File: src/include/sbtc_pkg.sv
// Constants and types for the serial bus timing and configuration block.
// Assumes one system clock; all counts are in system clocks or clock-source ticks.
package sbtc_pkg;

  // Configuration register location, reset and bit positions
  localparam logic [7:0] CFG_ADDR      = 8'hC1;
  localparam logic [7:0] CFG_RESET     = 8'h00;
  localparam logic [7:0] CFG_WR_MASK   = 8'hDF;
  localparam int         BIT_ENABLE    = 7;
  localparam int         BIT_INHIBIT   = 6;
  localparam int         BIT_BUSY      = 5;
  localparam int         BIT_HOLD_EXT  = 4;
  localparam int         BIT_LOW_TO_EN = 3;
  localparam int         BIT_FREE_EN   = 2;
  localparam int         BIT_CS_HI     = 1;
  localparam int         BIT_CS_LO     = 0;

  // Clock source codes
  localparam logic [1:0] CS_TIMER0     = 2'h0;
  localparam logic [1:0] CS_TIMER1     = 2'h1;
  localparam logic [1:0] CS_TIMER2_HI  = 2'h2;
  localparam logic [1:0] CS_TIMER2_LO  = 2'h3;

  // SDA timing in system clocks
  localparam logic [4:0] HOLD_STD      = 5'h03;
  localparam logic [4:0] SETUP_STD     = 5'h01;
  localparam logic [4:0] HOLD_EXT      = 5'h0C;
  localparam logic [4:0] SETUP_EXT     = 5'h0B;
  localparam logic [4:0] CNT_MAX       = 5'h1F;

  // SCL phases and free timeout in clock-source ticks
  localparam logic [1:0] LOW_TICKS     = 2'h1;
  localparam logic [1:0] HIGH_TICKS    = 2'h2;
  localparam logic [3:0] FREE_TICKS    = 4'hA;

  typedef enum logic [1:0] {MST_IDLE, MST_LOW, MST_REL, MST_HIGH} sbtc_mst_t;

endpackage

File: src/design/sbtc_sync3.sv
// Three-stage synchroniser for bus lines, with agreement filter.
// Assumes lines idle high; output follows once stages two and three agree.
`timescale 1ns/1ps
`default_nettype none
module sbtc_sync3 #(
  parameter int W = 2
) (
  // Clock and reset
  input  wire logic         core_clk_i,
  input  wire logic         rst_n_i,
  // Lines
  input  wire logic [W-1:0] line_i,
  output logic      [W-1:0] line_o
);
  typedef struct packed {
    logic [W-1:0] s1;
    logic [W-1:0] s2;
    logic [W-1:0] s3;
    logic [W-1:0] q;
  } sbtc_filt_t;

  sbtc_filt_t st_r;
  sbtc_filt_t st_nxt;
  logic [W-1:0] agree_q;

  // Only s2 and s3 are compared; s1 feeds s2 alone
  for (genvar i = 0; i < W; i++) begin : g_bit
    assign agree_q[i] = (st_r.s2[i] == st_r.s3[i]) ? st_r.s3[i] : st_r.q[i];
  end

  always_comb begin
    st_nxt    = st_r;
    st_nxt.s1 = line_i;
    st_nxt.s2 = st_r.s1;
    st_nxt.s3 = st_r.s2;
    st_nxt.q  = agree_q;
  end

  always_ff @(posedge core_clk_i or negedge rst_n_i) begin
    if (!rst_n_i) begin
      st_r <= '1;
    end else begin
      st_r <= st_nxt;
    end
  end

  assign line_o = st_r.q;
endmodule // sbtc_sync3
`default_nettype wire

File: src/design/sbtc_top.sv
// Serial bus timing and configuration: SCL generation, SDA setup/hold,
// timeout support and the configuration register.
// Assumes timer overflow pulses and control inputs are on core_clk_i.
`timescale 1ns/1ps
`default_nettype none
// How it works
// Master bit rate is about the selected overflow rate over three.
// Master SCL high lasts two overflow periods, low lasts one.
// SCL high or low never shorter than one overflow period.
// SDA held stable for setup before rise and hold after fall.
// Extended timing: setup eleven clocks, hold twelve clocks.
// Normal timing: hold three clocks, setup one clock plus stall delay.
// Software picks extension so setup and hold reach 250 and 300 ns.
// Software clears extension when SCL exceeds 100 kHz.
// Low timeout timer reloads while SCL high, counts while SCL low.
// Software sets timeout timer to 25 ms and resets interface on overflow.
// Bus free once both lines high for more than ten ticks.
// Free timeout acts as STOP: sets stop flag, raises interrupt.
// Software should enable free timeout and keep a clock source running.
// Select bits pick timer0, timer1, timer2 high or timer2 low overflow.
// Enable bit lets the interface respond to all bus events.
// Inhibit blocks slave events from the next START onward; while disabled it applies at once.
// Busy set during a transfer, cleared by STOP or free timeout.
// Configuration resets to zero: disabled, timeouts off, timer0.
module sbtc_top (
  // Clock and reset
  input  wire logic       core_clk_i,
  input  wire logic       rst_n_i,
  // Configuration register port
  input  wire logic [7:0] sfr_addr_i,
  input  wire logic       sfr_wr_i,
  input  wire logic       sfr_rd_i,
  input  wire logic [7:0] sfr_wdata_i,
  output logic      [7:0] sfr_rdata_o,
  // Clock source overflows
  input  wire logic       t0_ovf_i,
  input  wire logic       t1_ovf_i,
  input  wire logic       t2h_ovf_i,
  input  wire logic       t2l_ovf_i,
  // Control from the transfer engine
  input  wire logic       master_req_i,
  input  wire logic       sda_tx_i,
  input  wire logic       stall_i,
  // Bus pins, open drain
  input  wire logic       scl_i,
  output logic            scl_o,
  output logic            scl_oe_o,
  input  wire logic       sda_i,
  output logic            sda_o,
  output logic            sda_oe_o,
  // Status and timer control
  output logic            slave_en_o,
  output logic            bus_free_o,
  output logic            stop_flag_set_o,
  output logic            intr_set_o,
  output logic            t3_reload_o,
  output logic            t3_run_o
);
  typedef struct packed {
    sbtc_pkg::sbtc_mst_t mst;
    logic [7:0]          cfg;
    logic [7:0]          rdata;
    logic [4:0]          cnt;
    logic [1:0]          ph;
    logic                scl_drv;
    logic                sda_drv;
    logic                busy;
    logic                slv_en;
    logic [3:0]          fcnt;
    logic                fdone;
    logic                free_p;
    logic                t3_rel;
    logic                t3_run;
    logic                scl_p;
    logic                sda_p;
  } sbtc_st_t;

  sbtc_st_t   st_r;
  sbtc_st_t   st_nxt;
  logic [1:0] lines_q;
  logic       scl_q;
  logic       sda_q;
  logic       tick_q;
  logic       en_q;
  logic       ext_q;
  logic       start_q;
  logic       stop_q;
  logic [4:0] hold_q;
  logic [4:0] rel_q;

  sbtc_sync3 #(.W(2)) u_sync (
    .core_clk_i (core_clk_i),
    .rst_n_i    (rst_n_i),
    .line_i     ({scl_i, sda_i}),
    .line_o     (lines_q)
  );

  assign scl_q   = lines_q[1];
  assign sda_q   = lines_q[0];
  assign en_q    = st_r.cfg[sbtc_pkg::BIT_ENABLE];
  assign ext_q   = st_r.cfg[sbtc_pkg::BIT_HOLD_EXT];
  assign start_q = scl_q && st_r.scl_p && st_r.sda_p && !sda_q;
  assign stop_q  = scl_q && st_r.scl_p && !st_r.sda_p && sda_q;
  assign hold_q  = ext_q ? sbtc_pkg::HOLD_EXT : sbtc_pkg::HOLD_STD;
  assign rel_q   = ext_q ? 5'(sbtc_pkg::HOLD_EXT + sbtc_pkg::SETUP_EXT)
                         : 5'(sbtc_pkg::HOLD_STD + sbtc_pkg::SETUP_STD);

  // Clock source mux
  always_comb begin
    unique case (st_r.cfg[sbtc_pkg::BIT_CS_HI:sbtc_pkg::BIT_CS_LO])
      sbtc_pkg::CS_TIMER0:    tick_q = t0_ovf_i;
      sbtc_pkg::CS_TIMER1:    tick_q = t1_ovf_i;
      sbtc_pkg::CS_TIMER2_HI: tick_q = t2h_ovf_i;
      sbtc_pkg::CS_TIMER2_LO: tick_q = t2l_ovf_i;
    endcase
  end

  always_comb begin
    st_nxt        = st_r;
    st_nxt.scl_p  = scl_q;
    st_nxt.sda_p  = sda_q;
    st_nxt.free_p = 1'b0;

    // Register port; busy bit is read only
    if (sfr_wr_i && sfr_addr_i == sbtc_pkg::CFG_ADDR) begin
      st_nxt.cfg = sfr_wdata_i & sbtc_pkg::CFG_WR_MASK;
    end
    if (sfr_rd_i && sfr_addr_i == sbtc_pkg::CFG_ADDR) begin
      st_nxt.rdata = st_r.cfg;
      st_nxt.rdata[sbtc_pkg::BIT_BUSY] = st_r.busy;
    end

    // Low timeout timer control
    st_nxt.t3_rel = st_r.cfg[sbtc_pkg::BIT_LOW_TO_EN] && scl_q;
    st_nxt.t3_run = st_r.cfg[sbtc_pkg::BIT_LOW_TO_EN] && !scl_q;

    // Free timeout: more than ten ticks with both lines high
    if (!(en_q && st_r.cfg[sbtc_pkg::BIT_FREE_EN] && scl_q && sda_q)) begin
      st_nxt.fcnt  = 4'h0;
      st_nxt.fdone = 1'b0;
    end else if (tick_q && !st_r.fdone) begin
      if (st_r.fcnt == sbtc_pkg::FREE_TICKS) begin
        st_nxt.free_p = 1'b1;
        st_nxt.fdone  = 1'b1;
      end else begin
        st_nxt.fcnt = st_r.fcnt + 4'h1;
      end
    end

    // Busy and slave inhibit; inhibit latched at START, and followed directly while disabled
    if (!en_q) begin
      st_nxt.busy   = 1'b0;
      st_nxt.slv_en = !st_r.cfg[sbtc_pkg::BIT_INHIBIT];
    end else if (start_q) begin
      st_nxt.busy   = 1'b1;
      st_nxt.slv_en = !st_r.cfg[sbtc_pkg::BIT_INHIBIT];
    end else if (stop_q || st_nxt.free_p) begin
      st_nxt.busy   = 1'b0;
    end
    if (st_r.mst != sbtc_pkg::MST_IDLE) begin
      st_nxt.busy = 1'b1;
    end

    // Master SCL generation, phase edges aligned to ticks
    if (st_r.cnt != sbtc_pkg::CNT_MAX) begin
      st_nxt.cnt = st_r.cnt + 5'h01;
    end
    unique case (st_r.mst)
      sbtc_pkg::MST_IDLE: begin
        st_nxt.scl_drv = 1'b0;
        st_nxt.sda_drv = 1'b0;
        if (en_q && master_req_i && tick_q) begin
          st_nxt.mst     = sbtc_pkg::MST_LOW;
          st_nxt.scl_drv = 1'b1;
          st_nxt.cnt     = 5'h00;
          st_nxt.ph      = 2'h0;
        end
      end
      sbtc_pkg::MST_LOW: begin
        // SDA may only change once hold has elapsed
        if (st_r.cnt == hold_q) begin
          st_nxt.sda_drv = !sda_tx_i;
        end
        if (tick_q && st_r.ph != sbtc_pkg::LOW_TICKS) begin
          st_nxt.ph = st_r.ph + 2'h1;
        end
        // A stall stretches low; the setup then includes the stall
        if (st_r.ph == sbtc_pkg::LOW_TICKS && st_r.cnt >= rel_q && !stall_i) begin
          st_nxt.mst     = sbtc_pkg::MST_REL;
          st_nxt.scl_drv = 1'b0;
        end
      end
      sbtc_pkg::MST_REL: begin
        // Waits here while another device stretches the clock
        if (!master_req_i) begin
          st_nxt.mst = sbtc_pkg::MST_IDLE;
        end else if (scl_q) begin
          st_nxt.mst = sbtc_pkg::MST_HIGH;
          st_nxt.ph  = 2'h0;
        end
      end
      sbtc_pkg::MST_HIGH: begin
        if (!master_req_i) begin
          st_nxt.mst = sbtc_pkg::MST_IDLE;
        end else if (!scl_q) begin
          // Another master pulled low off-tick; wrap to zero on next tick so a whole period still counts
          st_nxt.mst     = sbtc_pkg::MST_LOW;
          st_nxt.scl_drv = 1'b1;
          st_nxt.cnt     = 5'h00;
          st_nxt.ph      = 2'h3;
        end else if (tick_q) begin
          if (st_r.ph == sbtc_pkg::HIGH_TICKS - 2'h1) begin
            st_nxt.mst     = sbtc_pkg::MST_LOW;
            st_nxt.scl_drv = 1'b1;
            st_nxt.cnt     = 5'h00;
            st_nxt.ph      = 2'h0;
          end else begin
            st_nxt.ph = st_r.ph + 2'h1;
          end
        end
      end
    endcase
    if (!en_q) begin
      st_nxt.mst     = sbtc_pkg::MST_IDLE;
      st_nxt.scl_drv = 1'b0;
      st_nxt.sda_drv = 1'b0;
    end
  end

  always_ff @(posedge core_clk_i or negedge rst_n_i) begin
    if (!rst_n_i) begin
      st_r        <= '0;
      st_r.cfg    <= sbtc_pkg::CFG_RESET;
      st_r.slv_en <= 1'b1;
      st_r.scl_p  <= 1'b1;
      st_r.sda_p  <= 1'b1;
    end else begin
      st_r <= st_nxt;
    end
  end

  assign sfr_rdata_o     = st_r.rdata;
  assign scl_o           = 1'b0 & st_r.scl_p;
  assign sda_o           = 1'b0 & st_r.sda_p;
  assign scl_oe_o        = st_r.scl_drv;
  assign sda_oe_o        = st_r.sda_drv;
  assign slave_en_o      = st_r.slv_en;
  assign bus_free_o      = st_r.free_p;
  assign stop_flag_set_o = st_r.free_p;
  assign intr_set_o      = st_r.free_p;
  assign t3_reload_o     = st_r.t3_rel;
  assign t3_run_o        = st_r.t3_run;

  // Checks
  property p_low_full;
    @(posedge core_clk_i) disable iff (!rst_n_i)
    $fell(scl_oe_o) && en_q |-> $past(st_r.ph) == sbtc_pkg::LOW_TICKS;
  endproperty
  a_low_full: assert property (p_low_full) else $error("SCL low released early");
  property p_high_two;
    @(posedge core_clk_i) disable iff (!rst_n_i)
    $rose(scl_oe_o) && $past(st_r.mst) == sbtc_pkg::MST_HIGH && $past(scl_q)
      |-> $past(st_r.ph) == 2'h1 && $past(tick_q);
  endproperty
  a_high_two: assert property (p_high_two) else $error("SCL high phase wrong length");
  property p_hold;
    @(posedge core_clk_i) disable iff (!rst_n_i)
    st_r.mst == sbtc_pkg::MST_LOW && $changed(sda_oe_o) |-> $past(st_r.cnt) == $past(hold_q);
  endproperty
  a_hold: assert property (p_hold) else $error("SDA changed inside hold time");
  property p_setup_ext;
    @(posedge core_clk_i) disable iff (!rst_n_i)
    $fell(scl_oe_o) && ext_q && en_q |-> $past(sda_oe_o, 11) == sda_oe_o;
  endproperty
  a_setup_ext: assert property (p_setup_ext) else $error("SDA setup under eleven clocks");
  property p_t3;
    @(posedge core_clk_i) disable iff (!rst_n_i)
    st_r.cfg[sbtc_pkg::BIT_LOW_TO_EN] && scl_q |=> t3_reload_o && !t3_run_o;
  endproperty
  a_t3: assert property (p_t3) else $error("Timeout timer not reloaded");
  property p_free;
    @(posedge core_clk_i) disable iff (!rst_n_i)
    bus_free_o |-> $past(st_r.fcnt) == sbtc_pkg::FREE_TICKS && stop_flag_set_o && intr_set_o;
  endproperty
  a_free: assert property (p_free) else $error("Free timeout mistimed");
  property p_busy;
    @(posedge core_clk_i) disable iff (!rst_n_i)
    bus_free_o && $past(st_r.mst) == sbtc_pkg::MST_IDLE |-> !st_r.busy;
  endproperty
  a_busy: assert property (p_busy) else $error("Busy not cleared by free timeout");
  property p_inh;
    @(posedge core_clk_i) disable iff (!rst_n_i)
    en_q && start_q |=> slave_en_o == !$past(st_r.cfg[sbtc_pkg::BIT_INHIBIT]);
  endproperty
  a_inh: assert property (p_inh) else $error("Slave inhibit not taken at START");
  property p_dis;
    @(posedge core_clk_i) disable iff (!rst_n_i)
    !en_q |=> !scl_oe_o && !sda_oe_o;
  endproperty
  a_dis: assert property (p_dis) else $error("Disabled interface drives bus");
  property p_stall;
    @(posedge core_clk_i) disable iff (!rst_n_i)
    en_q && st_r.mst == sbtc_pkg::MST_LOW && stall_i |=> scl_oe_o;
  endproperty
  a_stall: assert property (p_stall) else $error("SCL released during stall");
endmodule // sbtc_top
`default_nettype wire

File: config.mk
export PLATFORM = sky130hd
export DESIGN_NAME = sbtc_top
export DESIGN_NICKNAME = d
export VERILOG_FILES = /design/src/include/sbtc_pkg.sv /design/src/design/sbtc_sync3.sv /design/src/design/sbtc_top.sv
export SDC_FILE = /design/constraint.sdc
export NUM_CORES = 1
export LEC_CHECK = 0
export BUFFER_PORTS_ARGS = -buffer_cell sky130_fd_sc_hd__buf_4
export CAP_MARGIN = 15
export CORE_MARGIN = 2
export CORE_UTILIZATION = 55
export DETAILED_ROUTE_END_ITERATION = 10
export PLACE_DENSITY_LB_ADDON = 0.15
export SLEW_MARGIN = 40
export SYNTH_ARGS = -nofsm -noshare
export SYNTH_HDL_FRONTEND = slang
export SYNTH_SLANG_ARGS = --single-unit
File: constraint.sdc
create_clock -name core_clk_i -period 2.4 [get_ports core_clk_i]
set_input_delay 0.24 -clock core_clk_i [delete_from_list [all_inputs] [get_ports core_clk_i]]
set_output_delay 0.24 -clock core_clk_i [all_outputs]
set_load 0.1 [all_outputs]
# --- Yosys cells after proc, flatten, opt, wreduce, memory -nomap -nowiden ---
# Cells that the tools add are included.
op_classes:
  addsub: 3
  magnitude_cmp: 1
  n_eq_ne: 36
  muxes: 41
  reduce_logical: 35
op_table:
  columns: ["cell", "count"]
  rows:
  - ["2-bit two-way mux", 16]
  - ["8-bit two-way mux", 4]
  - ["5-bit two-way mux", 4]
  - ["1-bit logical AND", 18]
  - ["2-bit case mux with 4 select lines", 2]
  - ["3-bit inequality test (second input constant)", 5]
  - ["5-bit inequality test (second input constant)", 3]
  - ["2-bit by 1-bit inequality test with 1-bit output (second input constant)", 5]
  - ["2-bit inequality test (second input constant)", 5]
  - ["5-bit case mux with 2 select lines", 1]
  - ["5-bit AND reduction", 2]
  - ["2-bit == test (second input constant)", 4]
  - ["8-bit == test (second input constant)", 1]
  - ["1-bit two-way mux", 8]
  - ["4-bit two-way mux", 2]
  - ["4-bit by 1-bit inequality test with 1-bit output (second input constant)", 2]
  - ["4-bit inequality test (second input constant)", 2]
  - ["1-bit logical NOT", 7]
  - ["2-bit by 1-bit == test with 1-bit output (second input constant)", 3]
  - ["6-bit two-way mux", 1]
  - ["2-bit AND reduction", 3]
  - ["6-bit AND reduction", 1]
  - ["5-bit by 1-bit adder with 5-bit output (second input constant)", 1]
  - ["5-bit by 4-bit == test with 1-bit output", 1]
  - ["13 further kinds", 15]
totals:
  reg_bits: 46
  inputBits: 29
  out_inout_bits: 18

# --- Longest topological paths before layout ---
depth:
  word_depth: 10
  ltp_mapped: 7
  ltp_nobuf: 7

# --- Hierarchy ---
# Synthesis repeated with hierarchy kept, for this count alone.
unflattened:
  hier_cells: 214
  area_unflattened_um2: 2357.3
modules_own_cells:
  columns: ["module", "n_inst", "cells_each", "area_each_um2", "seq_area_each_um2"]
  rows:
  - ["sbtc_top", 1, 202, 2109.5, 954.7]
  - ["sbtc_sync3", 1, 12, 247.7, 210.2]

# --- Worst setup path after synthesis ---
# Ideal clock, no wire load.
synth_timing:
  path_type: "register -> register"
  from: "reg st_r[37] in the netlist's numbering"
  to: "reg st_r[14] in the netlist's numbering"
  arrival_time_ns: 1.662
  path_slack_ns: 0.659
  stages_incl_launch_ff: 7
  n_path_buf: 0
  cell_sequence: "dfrtp_1 > inv_1 > ha_1 > nor2_1 > a22oi_1 > a2111oi_2 > mux2i_1"
synth_between:
  elab_chain_cells: 3
  word_cells_on_any_way: 12
  classes_between: "9 x eq/ne; 1 x mux; 2 x reduce/logical"
synth_lines:
  columns: ["element", "line", "text"]
  rows:
  - ["start: declaration", "sbtc_top.sv:78", "sbtc_st_t st_r;"]
  - ["start signal: assignment", "sbtc_top.sv:238", "st_r <= st_nxt;"]
  - ["2-bit == test (tied with other cells)", "sbtc_top.sv:168", "unique case (st_r.mst)"]
  - ["3-bit inequality test (no source line) (tied with other cells)", null, null]
  - ["6-bit AND reduction (no source line)", null, null]
# Parallel ways exist; a longest one is shown, timed or not.
# A chain may end at the register's enable or synchronous reset.

# --- Worst setup path after layout ---
# Ends and elaborated chain as after synthesis.

==> flow_metrics.env <==
export IMPL_p_total_uw=1830
export IMPL_cts_buffers=5
export IMPL_clock_sinks=46
export IMPL_tightest_slew_ns=0.549
export IMPL_first_pass_iters=4
export IMPL_synth_area_sq_mm=0.00236
export IMPL_routabilityCongestion=0.805
export IMPL_slowest_stage="a2111oi_2"
export IMPL_dieArea_sq_mm=0.00484
export IMPL_grt_pass1_wl_mm=7.31
export IMPL_slew_violations=0
export IMPL_clk_path_buf_depth=2
export IMPL_finalCriticalPeriod_ns=1.99
export IMPL_vias_per_cell=5.43
export IMPL_antenna_found_initial=0
export IMPL_setup_violations_final=0
export IMPL_crit_required_ns=2.63
export IMPL_drv_cap=0
export IMPL_gr_total_overflow=0
export IMPL_postCtsSetupRepairBufs=0
export IMPL_worstRegToRegCells=6
export IMPL_placedCellCount=289
export IMPL_vias=1618
export IMPL_endpoint="st_r[14]$_DFFE_PN0P_"
export IMPL_hold_class="primary input to flip-flop"
export IMPL_core_area_sq_mm=0.00406
export IMPL_cp_top_family="compound AO/OA/AOI/OAI gates"
export IMPL_grt_pass1_vias=1642
export IMPL_dpl_cell_area_sq_mm=0.00264
export IMPL_cts_clk_slew_worst_paths_ns=0.09
export IMPL_drive_gt1_share_pct=33.5
export IMPL_leakagePower_uw=0.00131
export IMPL_tritoncts="built"
export IMPL_synth_cell_types=44
export IMPL_crit_type="flip-flop to flip-flop"
export IMPL_syn_inst=211
export IMPL_io_pins=47
export IMPL_die_w_um=69.5
export IMPL_n_fill_cell=311
export IMPL_end_kind="flip-flop"
export IMPL_yosys_warnings=0
export IMPL_ir_drop_mv=0.514
export IMPL_r2r_slack_ns=0.41
export IMPL_dieHeight_um=69.5
export IMPL_post_cts_resized=0
export IMPL_htree_levels=2
export IMPL_stdcell_count=298
export IMPL_place_hpwl_mm=3.05
export IMPL_hold_viol=0
export IMPL_cts_root_buf="clkbuf_8"
export IMPL_row_count=23
export IMPL_grt_max_degree=47
export IMPL_drt_iter0_markers=54
export IMPL_layout_nets=289
export IMPL_timing_rr_start="st_r[37]$_DFFE_PN0P_"
export IMPL_syn_to_final_growth_pct=16.2
export IMPL_ant_nets=0
export IMPL_critical_path_max_stage_delay_ns=0.51
export IMPL_critPathMaxFanout=7
export IMPL_slew_limit_headroom_pct=63.4
export IMPL_r2r_end="st_r[14]$_DFFE_PN0P_"
export IMPL_avgRoutedWirePerCell_um=14.0
export IMPL_path_depth=6
export IMPL_antennaDiodeCount=0
export IMPL_syn_area_per_cell_sq_um=11.2
export IMPL_cp_start_kind="flip-flop"
export IMPL_yosysSeqAreaShare_pct=49.3
export IMPL_max_freq_ghz=0.502
export IMPL_path_buf_inv=1
export IMPL_synth_edf_count=0
export IMPL_powerDensity_mw_per_mm2=665
export IMPL_cp_startpoint="st_r[37]$_DFFE_PN0P_"
export IMPL_fin_area_sq_mm=0.00275
export IMPL_drt_total_wl_mm=4.16
export IMPL_insertion_delay_ns=0.30
export IMPL_initial_core_util_pct=58.2
export IMPL_dp_slack_ns=0.421
export IMPL_synth_seq_cells=46
export IMPL_finalSetupTns_ns=0
export IMPL_rsz0062_at_grt="no"
export IMPL_async_reset_ff_share_pct=100
export IMPL_fin_worst_skew_ns=0.00708
export IMPL_fin_ws_ns=0.409
export IMPL_drc_errors=0
export IMPL_crit_arrival_ns=2.22
export IMPL_synth_main_ff_cell="dfrtp_1"
export IMPL_crit_chain="inv_1 -> ha_1 -> nor2_1 -> a22oi_1 -> a2111oi_2 -> mux2i_1"
export IMPL_grt_usage_pct=19.1
export IMPL_port_buffers=43
export IMPL_min_period_over_period_pct=83.0
export IMPL_outcome="finished, final reports clean"
-- power by group --
group          switching (uW)  internal (uW)  leakage, uW  total, uW
logic                     191            172     0.000675        363
clock network             267            238    0.0000489        506
registers                97.6            859     0.000586        957
-- cell usage after synthesis, types with 2 or more instances --
| cell | n | area [sq um] |
|---|---|---|
| nand2_4 | 2 | 22.5 |
| dfstp_2 | 11 | 289 |
| nand4b_1 | 2 | 17.5 |
| dfrtp_1 | 35 | 876 |
| buf_4 | 12 | 90.1 |
| inv_1 | 13 | 48.8 |
| a21o_1 | 2 | 15.0 |
| clkbuf_1 | 2 | 7.51 |
| a21oi_1 | 10 | 50.1 |
| buf_2 | 2 | 10.0 |
| mux2_2 | 14 | 158 |
| maj3_1 | 2 | 20.0 |
| nand4_1 | 3 | 18.8 |
| nor2b_1 | 6 | 37.5 |
| o21bai_1 | 2 | 15.0 |
| nand3_1 | 7 | 35.0 |
| mux2i_1 | 4 | 40.0 |
| a2111oi_2 | 2 | 30.0 |
| and3_1 | 2 | 12.5 |
| o22ai_1 | 4 | 25.0 |
| ha_1 | 13 | 163 |
| nand3b_1 | 2 | 15.0 |
| nor2_1 | 16 | 60.1 |
| a31oi_1 | 4 | 25.0 |
| o21ai_0 | 5 | 25.0 |
| xnor2_1 | 3 | 26.3 |
| a22oi_1 | 2 | 15.0 |
| nand2_1 | 11 | 41.3 |
| xor2_1 | 3 | 26.3 |
-- worst register-to-register path: stages, from the launching register on --
cell and delay (ns):
dfrtp_1 0.40, inv_1 0.12, ha_1 0.31, nor2_1 0.22, a22oi_1 0.13, a2111oi_2 0.51, mux2i_1 0.23
-- cell families after synthesis --
| family | Yosys count | synth area share, % |
|---|---|---|
| AND/OR/NAND/NOR | 59 | 14.2 |
| flip-flops | 46 | 49.3 |
| AO/OA/AOI/OAI | 35 | 9.90 |
| buffers and inverters | 30 | 7.10 |
| multiplexers | 19 | 9.32 |
| adder cells (fa/ha/maj) | 15 | 7.73 |
| XOR/XNOR | 6 | 2.22 |
| other | 1 | 0.159 |
-- layout by cell type (no fill, tap or decap), types with 3 or more instances in the layout --
cell,Yosys,layout
nor2b_1,6,6
clkbuf_8,0,6
nand4_1,3,3
ha_1,13,13
xor2_1,3,3
a31oi_1,4,4
o21ai_0,5,5
mux2_2,14,14
dfstp_2,11,11
nand2_1,11,11
mux2i_1,4,4
nand3_1,7,7
o22ai_1,4,4
a21oi_1,10,10
buf_4,12,44
xnor2_1,3,3
dfrtp_1,35,35
nor2_1,16,16
inv_1,13,13
-- registers in the layout, indices dropped and copies added (netlist names), 2 cells and up --
register / count
u_sync.st_r: 2
u_sync.line_o: 2
st_r: 22
u_sync.st_nxt: 4
sfr_rdata_o: 8
-- stage by stage --
step / hold WS (ns) / utilization (%)
after floorplan: -0.0556 / -
after global placement: 0.275 / 65.1
after detailed placement: 0.273 / 65.1
after CTS: 0.0305 / 67.7
after global routing: 0.0227 / 67.7
final: 0.0351 / 67.7
-- cell type report --
class                   count  area [sq um]  area share (%)
flip-flops and latches     46          1160            42.4
inverters                  13          48.8            1.78
multi-input cells         136          1030            37.6
clock buffers               7          86.3            3.14
repair buffers             45           340            12.4
well taps                  50          62.6            2.28
clock inverters             1          8.76           0.319
-- timing repair --
item / in CTS / in global routing
endpoints found under the setup margin: 0 / 0
hold buffers: 1 / 0
endpoints found under the hold margin: 35 / 0
-- layer usage --
metal  vias to the layer above  track usage, %  share of wire, %
met1                       773            23.7                45
li1                        796               -                 -
met5                         -               0                 0
met4                         0            6.54               1.4
met2                        43            32.1                48
met3                         6            5.38               5.5
-- worst min path at each step --
stage	cells after the start	slack [ns]	startpoint	endpoint
finish	1	0.04	scl_i	u_sync.st_nxt[5]$_DFF_PN1_
global route	1	0.02	scl_i	u_sync.st_nxt[5]$_DFF_PN1_
CTS	1	0.03	sda_i	u_sync.st_nxt[4]$_DFF_PN1_
detailed placement	1	0.27	rst_n_i	st_r[8]$_DFFE_PN0P_
global placement	1	0.27	rst_n_i	st_r[8]$_DFFE_PN0P_
floorplan	0	-0.06	rst_n_i	bus_free_o$_DFF_PN0_
(Power assumes the default switching activity.)
